===== src/shared/tsc_pkg.sv =====
// Package: register map, field layout and timing constants of the sensor readout block
package tsc_pkg;
    // ========================================================================
    // Register map (special function register space)
    localparam logic [7:0] SENSOR_CONTROL_ADDR   = 8'hD2;   // On page F
    localparam logic [7:0] RESULT_LOW_BYTE_ADDR  = 8'hD2;   // On page 0
    localparam logic [7:0] RESULT_HIGH_BYTE_ADDR = 8'hD3;   // On page 0
    localparam logic [3:0] PAGE_CONTROL          = 4'hF;
    localparam logic [3:0] PAGE_RESULT           = 4'h0;

    // ========================================================================
    // Control register fields
    localparam int START_BIT       = 7;
    localparam int DONE_BIT        = 6;
    localparam int CNVL_MSB        = 2;
    localparam int CNVL_LSB        = 0;
    localparam logic [7:0] CONTROL_RESET = 8'h00;
    localparam logic [7:0] RESULT_RESET  = 8'h00;

    // ========================================================================
    // Timing
    localparam int SENSOR_PERIODS_PER_UNIT = 256;   // Sensor clocks per length unit
    localparam int SETTLE_TIME_US          = 32;    // Fixed overhead in microseconds
    localparam int CLK_FREQ_MHZ            = 125;
    localparam int SETTLE_CYCLES           = SETTLE_TIME_US * CLK_FREQ_MHZ;
    localparam int SENSOR_CNT_W            = 20;
    localparam int SETTLE_CNT_W            = 16;

    // ========================================================================
    // Sequencer states
    typedef enum logic [2:0] {
        TSC_IDLE    = 3'b001,
        TSC_MEASURE = 3'b010,
        TSC_SETTLE  = 3'b100
    } tsc_state_e;
endpackage : tsc_pkg


===== src/tsc_edge_sync.sv =====
// Module: two-flop synchroniser with a one-cycle rising-edge pulse
`timescale 1ns/100ps
module tsc_edge_sync (
    input  wire logic clk,
    input  wire logic rst_n,
    input  wire logic async_in,
    output logic      rise_pulse
);
    logic meta_reg;
    logic sync_reg;
    logic last_reg;
    logic meta_next;
    logic sync_next;
    logic last_next;

    // ========================================================================
    // Next values; the first stage feeds only the second
    always_comb begin
        meta_next  = async_in;
        sync_next  = meta_reg;
        last_next  = sync_reg;
        rise_pulse = sync_reg & ~last_reg;
    end

    always_ff @(posedge clk or negedge rst_n) begin
        if (!rst_n) begin
            meta_reg <= 1'b0;
            sync_reg <= 1'b0;
            last_reg <= 1'b0;
        end else begin
            meta_reg <= meta_next;
            sync_reg <= sync_next;
            last_reg <= last_next;
        end
    end
endmodule : tsc_edge_sync


===== src/tsc_sensor_ctrl.sv =====
// Module: control and readout of the die-temperature sensor registers
`timescale 1ns/100ps
module tsc_sensor_ctrl #(
    parameter int SENSOR_PERIODS = tsc_pkg::SENSOR_PERIODS_PER_UNIT,
    parameter int SETTLE_CYC     = tsc_pkg::SETTLE_CYCLES
) (
    input  wire logic        clk,
    input  wire logic        rst_n,
    input  wire logic [7:0]  sfr_addr,
    input  wire logic [3:0]  sfr_page,
    input  wire logic        sfr_wr,
    input  wire logic        sfr_rd,
    input  wire logic [7:0]  sfr_wdata,
    output logic      [7:0]  sfr_rdata,
    input  wire logic        sensor_clk_in,
    input  wire logic [15:0] sensor_value,
    input  wire logic        sensor_irq_enable,
    output logic             sensor_irq,
    output logic             sensor_busy
);
    localparam logic [tsc_pkg::SENSOR_CNT_W-1:0] ONE_CNT = 20'h00001;

    logic                 start_reg;
    logic                 start_next;
    logic                 done_reg;
    logic                 done_next;
    logic [2:0]           cnvl_reg;
    logic [2:0]           cnvl_next;
    logic [7:0]           high_reg;
    logic [7:0]           high_next;
    logic [7:0]           low_reg;
    logic [7:0]           low_next;
    logic [7:0]           rdata_reg;
    logic [7:0]           rdata_next;
    logic                 irq_reg;
    logic                 irq_next;
    logic                 busy_reg;
    logic                 busy_next;
    tsc_pkg::tsc_state_e  state_reg;
    tsc_pkg::tsc_state_e  state_next;
    logic [tsc_pkg::SENSOR_CNT_W-1:0] tick_reg;
    logic [tsc_pkg::SENSOR_CNT_W-1:0] tick_next;
    logic [tsc_pkg::SENSOR_CNT_W-1:0] tick_goal;
    logic [tsc_pkg::SETTLE_CNT_W-1:0] settle_reg;
    logic [tsc_pkg::SETTLE_CNT_W-1:0] settle_next;
    logic                 sensor_tick;
    logic                 sel_control;
    logic                 sel_low;
    logic                 sel_high;
    logic                 launch;
    logic                 finish;

    // ========================================================================
    // Sensor clock arrives from the analog macro; count its rising edges
    tsc_edge_sync u_sensor_edge (
        .clk        (clk),
        .rst_n      (rst_n),
        .async_in   (sensor_clk_in),
        .rise_pulse (sensor_tick)
    );

    // ========================================================================
    // Address decode depends on the page as well as the address
    assign sel_control = (sfr_page == tsc_pkg::PAGE_CONTROL) &&
                         (sfr_addr == tsc_pkg::SENSOR_CONTROL_ADDR);
    assign sel_low     = (sfr_page == tsc_pkg::PAGE_RESULT) &&
                         (sfr_addr == tsc_pkg::RESULT_LOW_BYTE_ADDR);
    assign sel_high    = (sfr_page == tsc_pkg::PAGE_RESULT) &&
                         (sfr_addr == tsc_pkg::RESULT_HIGH_BYTE_ADDR);

    // Launch on the falling write of the start bit: one then zero
    assign launch = sfr_wr && sel_control && start_reg &&
                    !sfr_wdata[tsc_pkg::START_BIT];

    // Sensor-clock periods for the selected length: 256 * (2^(n+1) + 1)
    // Shift amount is one bit wider so that length 7 does not wrap to zero
    // Length is read live; rewriting it mid-measurement moves the goal
    assign tick_goal = tsc_pkg::SENSOR_CNT_W'(SENSOR_PERIODS) *
                       ((ONE_CNT << ({1'b0, cnvl_reg} + 4'h1)) + ONE_CNT);

    assign finish = (state_reg == tsc_pkg::TSC_SETTLE) &&
                    (settle_reg == tsc_pkg::SETTLE_CNT_W'(SETTLE_CYC - 1));

    // ========================================================================
    // Sequencer: sensor-clock phase, then the fixed settle time
    always_comb begin
        state_next  = state_reg;
        tick_next   = tick_reg;
        settle_next = settle_reg;
        busy_next   = busy_reg;
        case (state_reg)
            tsc_pkg::TSC_IDLE: begin
                if (launch) begin
                    state_next = tsc_pkg::TSC_MEASURE;
                    tick_next  = '0;
                    busy_next  = 1'b1;
                end
            end
            tsc_pkg::TSC_MEASURE: begin
                if (sensor_tick) begin
                    tick_next = tick_reg + ONE_CNT;
                    if (tick_reg + ONE_CNT >= tick_goal) begin
                        state_next  = tsc_pkg::TSC_SETTLE;
                        settle_next = '0;
                    end
                end
            end
            tsc_pkg::TSC_SETTLE: begin
                settle_next = settle_reg + 1'b1;
                if (finish) begin
                    state_next = tsc_pkg::TSC_IDLE;
                    busy_next  = 1'b0;
                end
            end
            default: begin
                state_next = tsc_pkg::TSC_IDLE;
                busy_next  = 1'b0;
            end
        endcase
    end

    always_ff @(posedge clk or negedge rst_n) begin
        if (!rst_n) begin
            state_reg  <= tsc_pkg::TSC_IDLE;
            tick_reg   <= '0;
            settle_reg <= '0;
            busy_reg   <= 1'b0;
        end else begin
            state_reg  <= state_next;
            tick_reg   <= tick_next;
            settle_reg <= settle_next;
            busy_reg   <= busy_next;
        end
    end

    // ========================================================================
    // Registers: software writes, hardware updates; set beats clear
    always_comb begin
        start_next = start_reg;
        done_next  = done_reg;
        cnvl_next  = cnvl_reg;
        high_next  = high_reg;
        low_next   = low_reg;
        irq_next   = 1'b0;
        if (sfr_wr && sel_control) begin
            start_next = sfr_wdata[tsc_pkg::START_BIT];
            cnvl_next  = sfr_wdata[tsc_pkg::CNVL_MSB:tsc_pkg::CNVL_LSB];
            // Software may only clear the flag; bits 5:3 are dropped
            if (!sfr_wdata[tsc_pkg::DONE_BIT]) begin
                done_next = 1'b0;
            end
        end
        if (sfr_wr && sel_low) begin
            low_next = sfr_wdata;
        end
        if (sfr_wr && sel_high) begin
            high_next = sfr_wdata;
        end
        // Both bytes load in the same cycle the flag sets, never split
        if (finish) begin
            high_next = sensor_value[15:8];
            low_next  = sensor_value[7:0];
            done_next = 1'b1;
            irq_next  = sensor_irq_enable;
        end
    end

    // Read data is registered so the bus sees a flop output
    always_comb begin
        rdata_next = 8'h00;
        if (sfr_rd) begin
            if (sel_control) begin
                rdata_next = {start_reg, done_reg, 3'b000, cnvl_reg};
            end else if (sel_low) begin
                rdata_next = low_reg;
            end else if (sel_high) begin
                rdata_next = high_reg;
            end
        end
    end

    always_ff @(posedge clk or negedge rst_n) begin
        if (!rst_n) begin
            start_reg <= 1'b0;
            done_reg  <= 1'b0;
            cnvl_reg  <= 3'b000;
            high_reg  <= tsc_pkg::RESULT_RESET;
            low_reg   <= tsc_pkg::RESULT_RESET;
            rdata_reg <= 8'h00;
            irq_reg   <= 1'b0;
        end else begin
            start_reg <= start_next;
            done_reg  <= done_next;
            cnvl_reg  <= cnvl_next;
            high_reg  <= high_next;
            low_reg   <= low_next;
            rdata_reg <= rdata_next;
            irq_reg   <= irq_next;
        end
    end

    assign sfr_rdata   = rdata_reg;
    assign sensor_irq  = irq_reg;
    assign sensor_busy = busy_reg;

    // ========================================================================
    // Checks: completion flag and interrupt
    a_done_sets: assert property (@(posedge clk) disable iff (!rst_n)
        finish |=> done_reg) else $error("done flag not set at finish");
    a_done_no_sw_set: assert property (@(posedge clk) disable iff (!rst_n)
        (!done_reg && !finish) |=> !done_reg) else $error("done flag set without finish");
    a_done_holds: assert property (@(posedge clk) disable iff (!rst_n)
        (done_reg && !(sfr_wr && sel_control && !sfr_wdata[tsc_pkg::DONE_BIT]))
        |=> done_reg) else $error("done flag dropped without clear");
    a_irq_pulse: assert property (@(posedge clk) disable iff (!rst_n)
        sensor_irq |-> $rose(done_reg) && $past(sensor_irq_enable))
        else $error("interrupt without done edge");
    a_irq_finish: assert property (@(posedge clk) disable iff (!rst_n)
        sensor_irq |-> $past(finish)) else $error("interrupt without finish");
    a_irq_single: assert property (@(posedge clk) disable iff (!rst_n)
        sensor_irq |=> !sensor_irq) else $error("interrupt longer than one cycle");
    a_irq_gated: assert property (@(posedge clk) disable iff (!rst_n)
        (finish && !sensor_irq_enable) |=> !sensor_irq)
        else $error("interrupt not gated");

    // Checks: launch and measurement length
    a_launch_seq: assert property (@(posedge clk) disable iff (!rst_n)
        (state_reg == tsc_pkg::TSC_IDLE && state_next == tsc_pkg::TSC_MEASURE)
        |-> start_reg && sfr_wr && sel_control) else $error("bad launch");
    a_no_launch: assert property (@(posedge clk) disable iff (!rst_n)
        (state_reg == tsc_pkg::TSC_IDLE && !launch) |=> state_reg == tsc_pkg::TSC_IDLE)
        else $error("measurement began without launch");
    a_busy_launch: assert property (@(posedge clk) disable iff (!rst_n)
        launch |=> sensor_busy) else $error("busy not raised at launch");
    a_busy_state: assert property (@(posedge clk) disable iff (!rst_n)
        sensor_busy |-> state_reg != tsc_pkg::TSC_IDLE) else $error("busy while idle");
    // The goal is recomputed here in plain integer arithmetic from the rule
    a_goal_value: assert property (@(posedge clk) disable iff (!rst_n)
        (state_reg == tsc_pkg::TSC_MEASURE) |-> tick_goal ==
        tsc_pkg::SENSOR_CNT_W'(SENSOR_PERIODS * (2 ** (int'(cnvl_reg) + 1) + 1)))
        else $error("sensor period goal wrong");
    a_settle_len: assert property (@(posedge clk) disable iff (!rst_n)
        $rose(state_reg == tsc_pkg::TSC_SETTLE) |-> settle_reg == '0)
        else $error("settle not from zero");
    a_settle_exit: assert property (@(posedge clk) disable iff (!rst_n)
        finish |=> state_reg == tsc_pkg::TSC_IDLE && !sensor_busy)
        else $error("sequencer not idle after finish");

    // Checks: result bytes
    a_high_load: assert property (@(posedge clk) disable iff (!rst_n)
        finish |=> high_reg == $past(sensor_value[15:8]))
        else $error("high byte wrong");
    a_low_load: assert property (@(posedge clk) disable iff (!rst_n)
        finish |=> low_reg == $past(sensor_value[7:0])) else $error("low byte wrong");
    a_both_load: assert property (@(posedge clk) disable iff (!rst_n)
        $rose(done_reg) |-> {high_reg, low_reg} == $past(sensor_value))
        else $error("mixed result");
    a_result_holds: assert property (@(posedge clk) disable iff (!rst_n)
        (!finish && !(sfr_wr && (sel_low || sel_high))) |=> $stable({high_reg, low_reg}))
        else $error("result changed without load");

    // Checks: register reads, one cycle of data per strobe and zero otherwise
    a_ctrl_read: assert property (@(posedge clk) disable iff (!rst_n)
        (sfr_rd && sel_control) |=> sfr_rdata[5:3] == 3'b000 &&
        sfr_rdata[6] == $past(done_reg)) else $error("control read wrong");
    a_ctrl_fields: assert property (@(posedge clk) disable iff (!rst_n)
        (sfr_rd && sel_control) |=> sfr_rdata[7] == $past(start_reg) &&
        sfr_rdata[2:0] == $past(cnvl_reg)) else $error("control fields wrong");
    a_high_read: assert property (@(posedge clk) disable iff (!rst_n)
        (sfr_rd && sel_high) |=> sfr_rdata == $past(high_reg))
        else $error("high read wrong");
    a_low_read: assert property (@(posedge clk) disable iff (!rst_n)
        (sfr_rd && sel_low) |=> sfr_rdata == $past(low_reg))
        else $error("low read wrong");
    a_unmapped_read: assert property (@(posedge clk) disable iff (!rst_n)
        (sfr_rd && !sel_control && !sel_low && !sel_high) |=> sfr_rdata == 8'h00)
        else $error("unmapped read not zero");
    a_rdata_idle: assert property (@(posedge clk) disable iff (!rst_n)
        !sfr_rd |=> sfr_rdata == 8'h00)
        else $error("read data without strobe");

    // Main scenarios: launch, finish with and without interrupt, longest length
    c_launch:  cover property (@(posedge clk) disable iff (!rst_n) launch);
    c_finish:  cover property (@(posedge clk) disable iff (!rst_n) finish);
    c_irq:     cover property (@(posedge clk) disable iff (!rst_n) sensor_irq);
    c_no_irq:  cover property (@(posedge clk) disable iff (!rst_n) finish && !sensor_irq_enable);
    c_longest: cover property (@(posedge clk) disable iff (!rst_n) finish && cnvl_reg == 3'h7);
endmodule : tsc_sensor_ctrl


===== config.mk =====
export PLATFORM = sky130hd
export DESIGN_NAME = tsc_sensor_ctrl
export DESIGN_NICKNAME = d
export VERILOG_FILES = /design/src/shared/tsc_pkg.sv /design/src/tsc_edge_sync.sv /design/src/tsc_sensor_ctrl.sv
export SDC_FILE = /design/constraint.sdc
export NUM_CORES = 1
export LEC_CHECK = 0
export BUFFER_PORTS_ARGS = -buffer_cell sky130_fd_sc_hd__buf_2
export CAP_MARGIN = 20
export CORE_ASPECT_RATIO = 0.9
export CORE_MARGIN = 4
export CORE_UTILIZATION = 50
export DETAILED_ROUTE_END_ITERATION = 7
export GPL_ROUTABILITY_DRIVEN = 0
export PLACE_DENSITY_LB_ADDON = 0.15
export SLEW_MARGIN = 15
export SYNTH_ARGS = -nofsm -noshare
export SYNTH_HDL_FRONTEND = slang
export SYNTH_SLANG_ARGS = --single-unit

===== constraint.sdc =====
create_clock -name clk -period 5.13 [get_ports clk]
set_input_delay 0.513 -clock clk [delete_from_list [all_inputs] [get_ports clk]]
set_output_delay 0.513 -clock clk [all_outputs]
set_load 0.05 [all_outputs]

; Word level (Yosys, flattened, before mapping)
; Index checks and enable logic that the tools add are counted.
[classes]
n_addsub = 4
multipliers = 0
n_div = 0
magnitude_cmp = 1
n_eq_ne = 12
shift = 1
mux = 26
n_bitwise = 3
n_reduce_logical = 21
[op_table]
columns = op, count
row1 = $mux W8, 8
row2 = $mux W20, 2
row3 = $pmux W20 S2, 1
row4 = $mux W16, 2
row5 = $pmux W16 S2, 1
row6 = $add A20 B1 Y20 const B, 1
row7 = $ge A20 B20 Y1, 1
row8 = $add A16 B1 Y16 const B, 1
row9 = $eq A16 B12 Y1 const B, 1
row10 = $eq A8 B8 Y1 const B, 2
row11 = $add A12 B1 Y12 const B, 1
row12 = $mux W3, 4
row13 = $shl A1 B4 Y12 const A, 1
row14 = $reduce_bool A2 Y1, 5
row15 = $logic_and A1 B1 Y1, 9
row16 = $pmux W3 S3, 1
row17 = $reduce_and A3 Y1, 3
row18 = $ne A2 B2 Y1 const B, 4
row19 = $mux W1, 6
row20 = $add A3 B1 Y4 const B, 1
row21 = $eq A4 B4 Y1 const B, 1
row22 = $logic_not A4 Y1, 1
row23 = $reduce_and A4 Y1, 1
row24 = $eq A3 B1 Y1 const B, 1
row25 = 8 further kinds, 9
[totals]
reg_bits = 73
latchBits = 0
mem_bits_rw = 0
rom_bits = 0
output_inout_bits = 10
n_memories = 0

; Depth between registers and ports, before layout
[depth]
word_depth = 7
ltp_mapped = 14

; Cells and area by module
; From an unflattened synthesis, not the netlist that was laid out.
[hier_totals]
cells_unflattened = 435
hier_area_um2 = 4121.5
[modules_own_cells]
columns = mod, instances, cells_per_inst, area_per_inst_um2, seq_area_each_um2
row1 = tsc_sensor_ctrl, 1, 431, 4032.6, 1752.9
row2 = tsc_edge_sync, 1, 4, 88.8, 75.1

; Least setup slack after synthesis
; OpenSTA, ideal clock, no wires.
[synth_path]
kind = register -> register
start = register tick_reg[3] (netlist name)
end = register settle_reg[5] (netlist name)
setup_time_ns = 0.120
t_arrival_ns = 3.450
setup_slack_ns = 1.560
stages_incl_launch_ff = 15
path_buffers = 3
synth_period_minus_slack_ns = 3.570
cell_sequence = dfrtp_1 > buf_4 > nand4_2 > or4_1 > buf_2 > or3_4 > nor2_4 > xor2_2 > ha_1 > nand4_1 > or4_1 > or4_4 > nand2_2 > buf_6 > nor2_1
[synth_between]
elab_chain_cells = 4
[synth_lines]
columns = element, line_no
row1 = from (decl), tsc_sensor_ctrl.sv:41  ; logic [tsc_pkg::SENSOR_CNT_W-1:0] tick_reg;
row2 = from (signal assigned), tsc_sensor_ctrl.sv:130  ; tick_reg <= tick_next;
row3 = $add A20 B1 Y20, tsc_sensor_ctrl.sv:102  ; if (tick_reg + ONE_CNT >= tick_goal) begin
row4 = $ge A20 B20 Y1, tsc_sensor_ctrl.sv:102
row5 = $ne A2 B2 Y1 (no line), -
row6 = $reduce_and A3 Y1 (no line), -
row7 = to (signal assigned), tsc_sensor_ctrl.sv:131  ; settle_reg <= settle_next;
row8 = to (decl), tsc_sensor_ctrl.sv:44  ; logic [tsc_pkg::SETTLE_CNT_W-1:0] settle_reg;
; No other way between the ends.
; A chain may end at the register's enable or synchronous reset.

; Worst setup path after layout
[layout_path]
start = register tick_reg[0] (netlist name)
end = register settle_reg[10] (netlist name)
; The elaborated chain is that of the path after synthesis.

==> summary.txt <==
Run status
  – Status: completed

Yosys
  – Ys flop type: dfrtp_1
  – Syn Area/Cell: 9.443 um2
  – Sequential element share of the synthesized area: approximately 45%
  – Mapped Area: 4108 um2
  – Yosys top cell area share: 43.86%
  – Library cells used by synthesis: 61
  – Mux cell area share after synthesis: under 10%
  – Yosys top cell by area: dfrtp_1
  – Synth area leaders: dfrtp_1 44%, mux2i_1 5.1%, nand2_1 4.9%
  – Compound-cell area share of the yosys netlist: roughly 14%
  – Post-Synth Adder-Cell Area: under 10%
  – Cells after synthesis: roughly 440
  – Simple-gate share of the synthesized area: 23.73%
  – Yosys warning count: 0
  – Synth async-reset ratio: 100.0%
  – Largest family of logic cells by synthesized area: simple AND/OR/NAND/NOR gates
  – EDFF count, synth: 0
  – Xor and xnor fraction of the mapped netlist area: under 10%
  – FF+latch count, synth: 73

Finish
  – Fraction of layout cells with a size suffix above 1: 18.33%
  – Nets: 543
  – Max reg flops: 20
  – Layout area overhead: 12.58%
  – Fillers: between 700 and 800
  – Area of the multi-input gates: ~2200 um2
  – Register Area: approximately 1800 um2
  – # diodes: 0

Setup path
  – Top delay family on crit path: simple AND/OR/NAND/NOR gates
  – Worst EP required: ~5.4 ns
  – Crit-path slowest cell: nor4_1
  – Crit Path Category: flop to flop
  – Critical path peak fanout: 15
  – Critical Path Sink Type: flop
  – CP peak stage delay: slightly below 0.6 ns
  – Bufs and invs on worst path: 0
  – Crit-path most repeated cell: ha_1
  – Crit path DAT: between 4 and 5 ns
  – Critical path, cell by cell: ha_1 -> nand2_1 -> nor4_1 -> nand2b_1 -> nor2_1 -> xor2_1 -> ha_1 -> nand4_1 -> or4_1 -> or4_4 -> nand2_2 -> o21ai_0
  – CP Launch Type: flop

Timing
  – Worst-margin pin slew: 0.9245 ns
  – # setup viols final: 0
  – Hold Fails Final Rpt: 0
  – Maximum clock frequency: about 250 MHz
  – Unrepaired setup endpoints after global routing: false
  – Clk_skew: between 0.008 and 0.009 ns
  – Rel. slew slack: a little under two fifths
  – Post-route minimum period: ~4.0 ns
  – Hold Slack: around 0.27 ns
  – Final Max Tran Viols: 0
  – Fin crit share: around 78%
  – Fin Setup TNS: 0 ns

Drt
  – Antenna viol nets, final: 0
  – # DRC: 0
  – DRC violation total after the first TritonRoute iteration: 202
  – Drt first pass iters: 4
  – WL/cell: around 15 um
  – DR vias/cell: 5.736
  – DRT Wirelength: 9079 um
  – Routed vias: roughly 3400

Clock tree
  – CTS resizes: 0
  – Reg clk slew, reported paths: around 0.08 ns
  – Num CTS Buffers: 9
  – CTS Hold Bufs: 0
  – Longest Clk Path Bufs: 2
  – CTS H-tree lvls: 3
  – Post-CTS setup buffers: 0
  – Num Clock Sinks: 73
  – Clock Latency Late Sink: between 0.3 and 0.4 ns
  – CTS Root Cell: clkbuf_8
  – CTS tree: done

Placed design
  – Dpl hpwl: 6293 um
  – Port bufs: 51

Floorplanning
  – Core Footprint: between 8000 and 9000 um2
  – DIE AREA: a little under 10000 um2
  – Die Ht: about 94 um
  – Initial Utilization: approximately 51%
  – Ports: 52
  – # rows: 31
  – Chip width: a little over 100 um

Global routing
  – First-pass GRT wire length: roughly 15000 um
  – Total GRT Usage: 19.52%
  – GR Util met3: 4.811%
  – Grt met1 use: between 20% and 30%
  – GR Util met2: a little under a third
  – Top Usage Layer GRT: met2
  – Largest net degree at the start of global routing: 74
  – Antenna violations before repair: 0
  – Vias in the first global route: roughly 3300
  – Grt ovf: 0

Pwr
  – Pwr/cell area: 221.7 nW/um2
  – Peak supply drop: between 0.1 and 0.15 mV
  – P_leak: roughly 2.1 nW

Worst hold path
  – Worst Hold Class: input port to flop

Run
  – Max-cap violations: 0
-- synth_stat cells (6+ instances only) --
cell	count
ha_1	15
xor2_1	9
nor3_1	6
nor2b_1	9
dfrtp_1	72
o21ai_0	35
a31oi_1	12
clkbuf_1	9
xnor2_1	11
nand4_1	9
nor2_1	40
and3_1	6
mux2i_1	21
a21oi_1	18
nand2_1	54
nand3_1	21
-- kinds of logic (layout without fill, tap and decap cells) --
kind of cell	after synthesis	in the layout
simple gates	186	186
compound gates	93	93
flops	73	73
mux	25	25
xor+xnor	21	21
buf+inv	20	73
fa+ha+maj	15	15
other cells	2	5
-- power by group --
part / internal (W) / total [W] / switching, W / leakage, nW
clock: 0.000190 / 0.000406 / 0.000216 / 0.0907
combinational: 0.0000168 / 0.0000413 / 0.0000245 / 1.19
sequential: 0.000577 / 0.000578 / 0.00000103 / 0.842
total: 0.000784 / 0.00103 / 0.000241 / 2.12
-- worst paths after layout --
kind | depth (start not counted) | end | slack, ns | startpoint
max | 12 | settle_reg[10]$_DFFE_PN0P_ | 1.14 | tick_reg[0]$_DFFE_PN0P_
min | 1 | u_sensor_edge.meta_reg$_DFF_PN0_ | 0.27 | sensor_clk_in
max reg2reg | 12 | settle_reg[10]$_DFFE_PN0P_ | 1.14 | tick_reg[0]$_DFFE_PN0P_
min reg2reg | 0 | u_sensor_edge.last_next$_DFF_PN0_ | 0.36 | u_sensor_edge.meta_reg$_DFF_PN0_
max in group asynchronous | 1 | u_sensor_edge.last_next$_DFF_PN0_ | 4.24 | rst_n
min in group asynchronous | 1 | tick_reg[13]$_DFFE_PN0P_ | 0.30 | rst_n
-- metal layers --
metal | vias up | share of wire, %
li1 | 1674 | -
met1 | 1615 | 47
met2 | 85 | 46
met3 | 10 | 5.5
met4 | 0 | 1.3
met5 | - | 0
-- through the flow --
stage	std cells	cell area [um2]	utilization, %	power, W	setup WS, ns
finish	590	4624	57.60	0.001025	1.135
global route	590	4624	57.60	0.001067	0.7640
CTS	589	4609	57.41	0.001039	1.150
detailed placement	573	4437	55.26	0.0006315	1.168
global placement	573	4437	55.26	0.0006307	1.196
floorplan	438	4119	-	0.0005989	1.560
-- worst register-to-register path, cell delays in order, from the launching register on --
cell and delay, ns:
dfrtp_1 0.40, ha_1 0.29, nand2_1 0.15, nor4_1 0.58, nand2b_1 0.24, nor2_1 0.21
xor2_1 0.11, ha_1 0.29, nand4_1 0.14, or4_1 0.57, or4_4 0.52, nand2_2 0.25
o21ai_0 0.14
-- cell type report --
type / count / area share [%]
inverters: 3 / 0.2435
clock buffers: 12 / 3.139
clock inverters: 4 / 0.5952
multi-input cells: 345 / 47.59
repair buffers: 54 / 6.223
well taps: 99 / 2.679
flip-flops and latches: 73 / 39.53
-- layout by cell type (no fill, tap or decap), types with 3 or more instances in the layout --
cell	count
a21o_1	4
a21oi_1	18
a222oi_1	4
a22oi_1	4
a31oi_1	12
and3_1	6
and4_1	4
buf_2	50
buf_4	3
clkbuf_8	10
conb_1	5
dfrtp_1	72
ha_1	15
inv_1	3
mux2_2	4
mux2i_1	21
nand2_1	54
nand2b_1	5
nand3_1	21
nand3b_1	3
nand4_1	9
nor2_1	39
nor2b_1	9
nor3_1	6
nor4_1	4
o21ai_0	35
or3_1	3
or3b_2	3
xnor2_1	11
xor2_1	9
(Power assumes the default switching activity.)
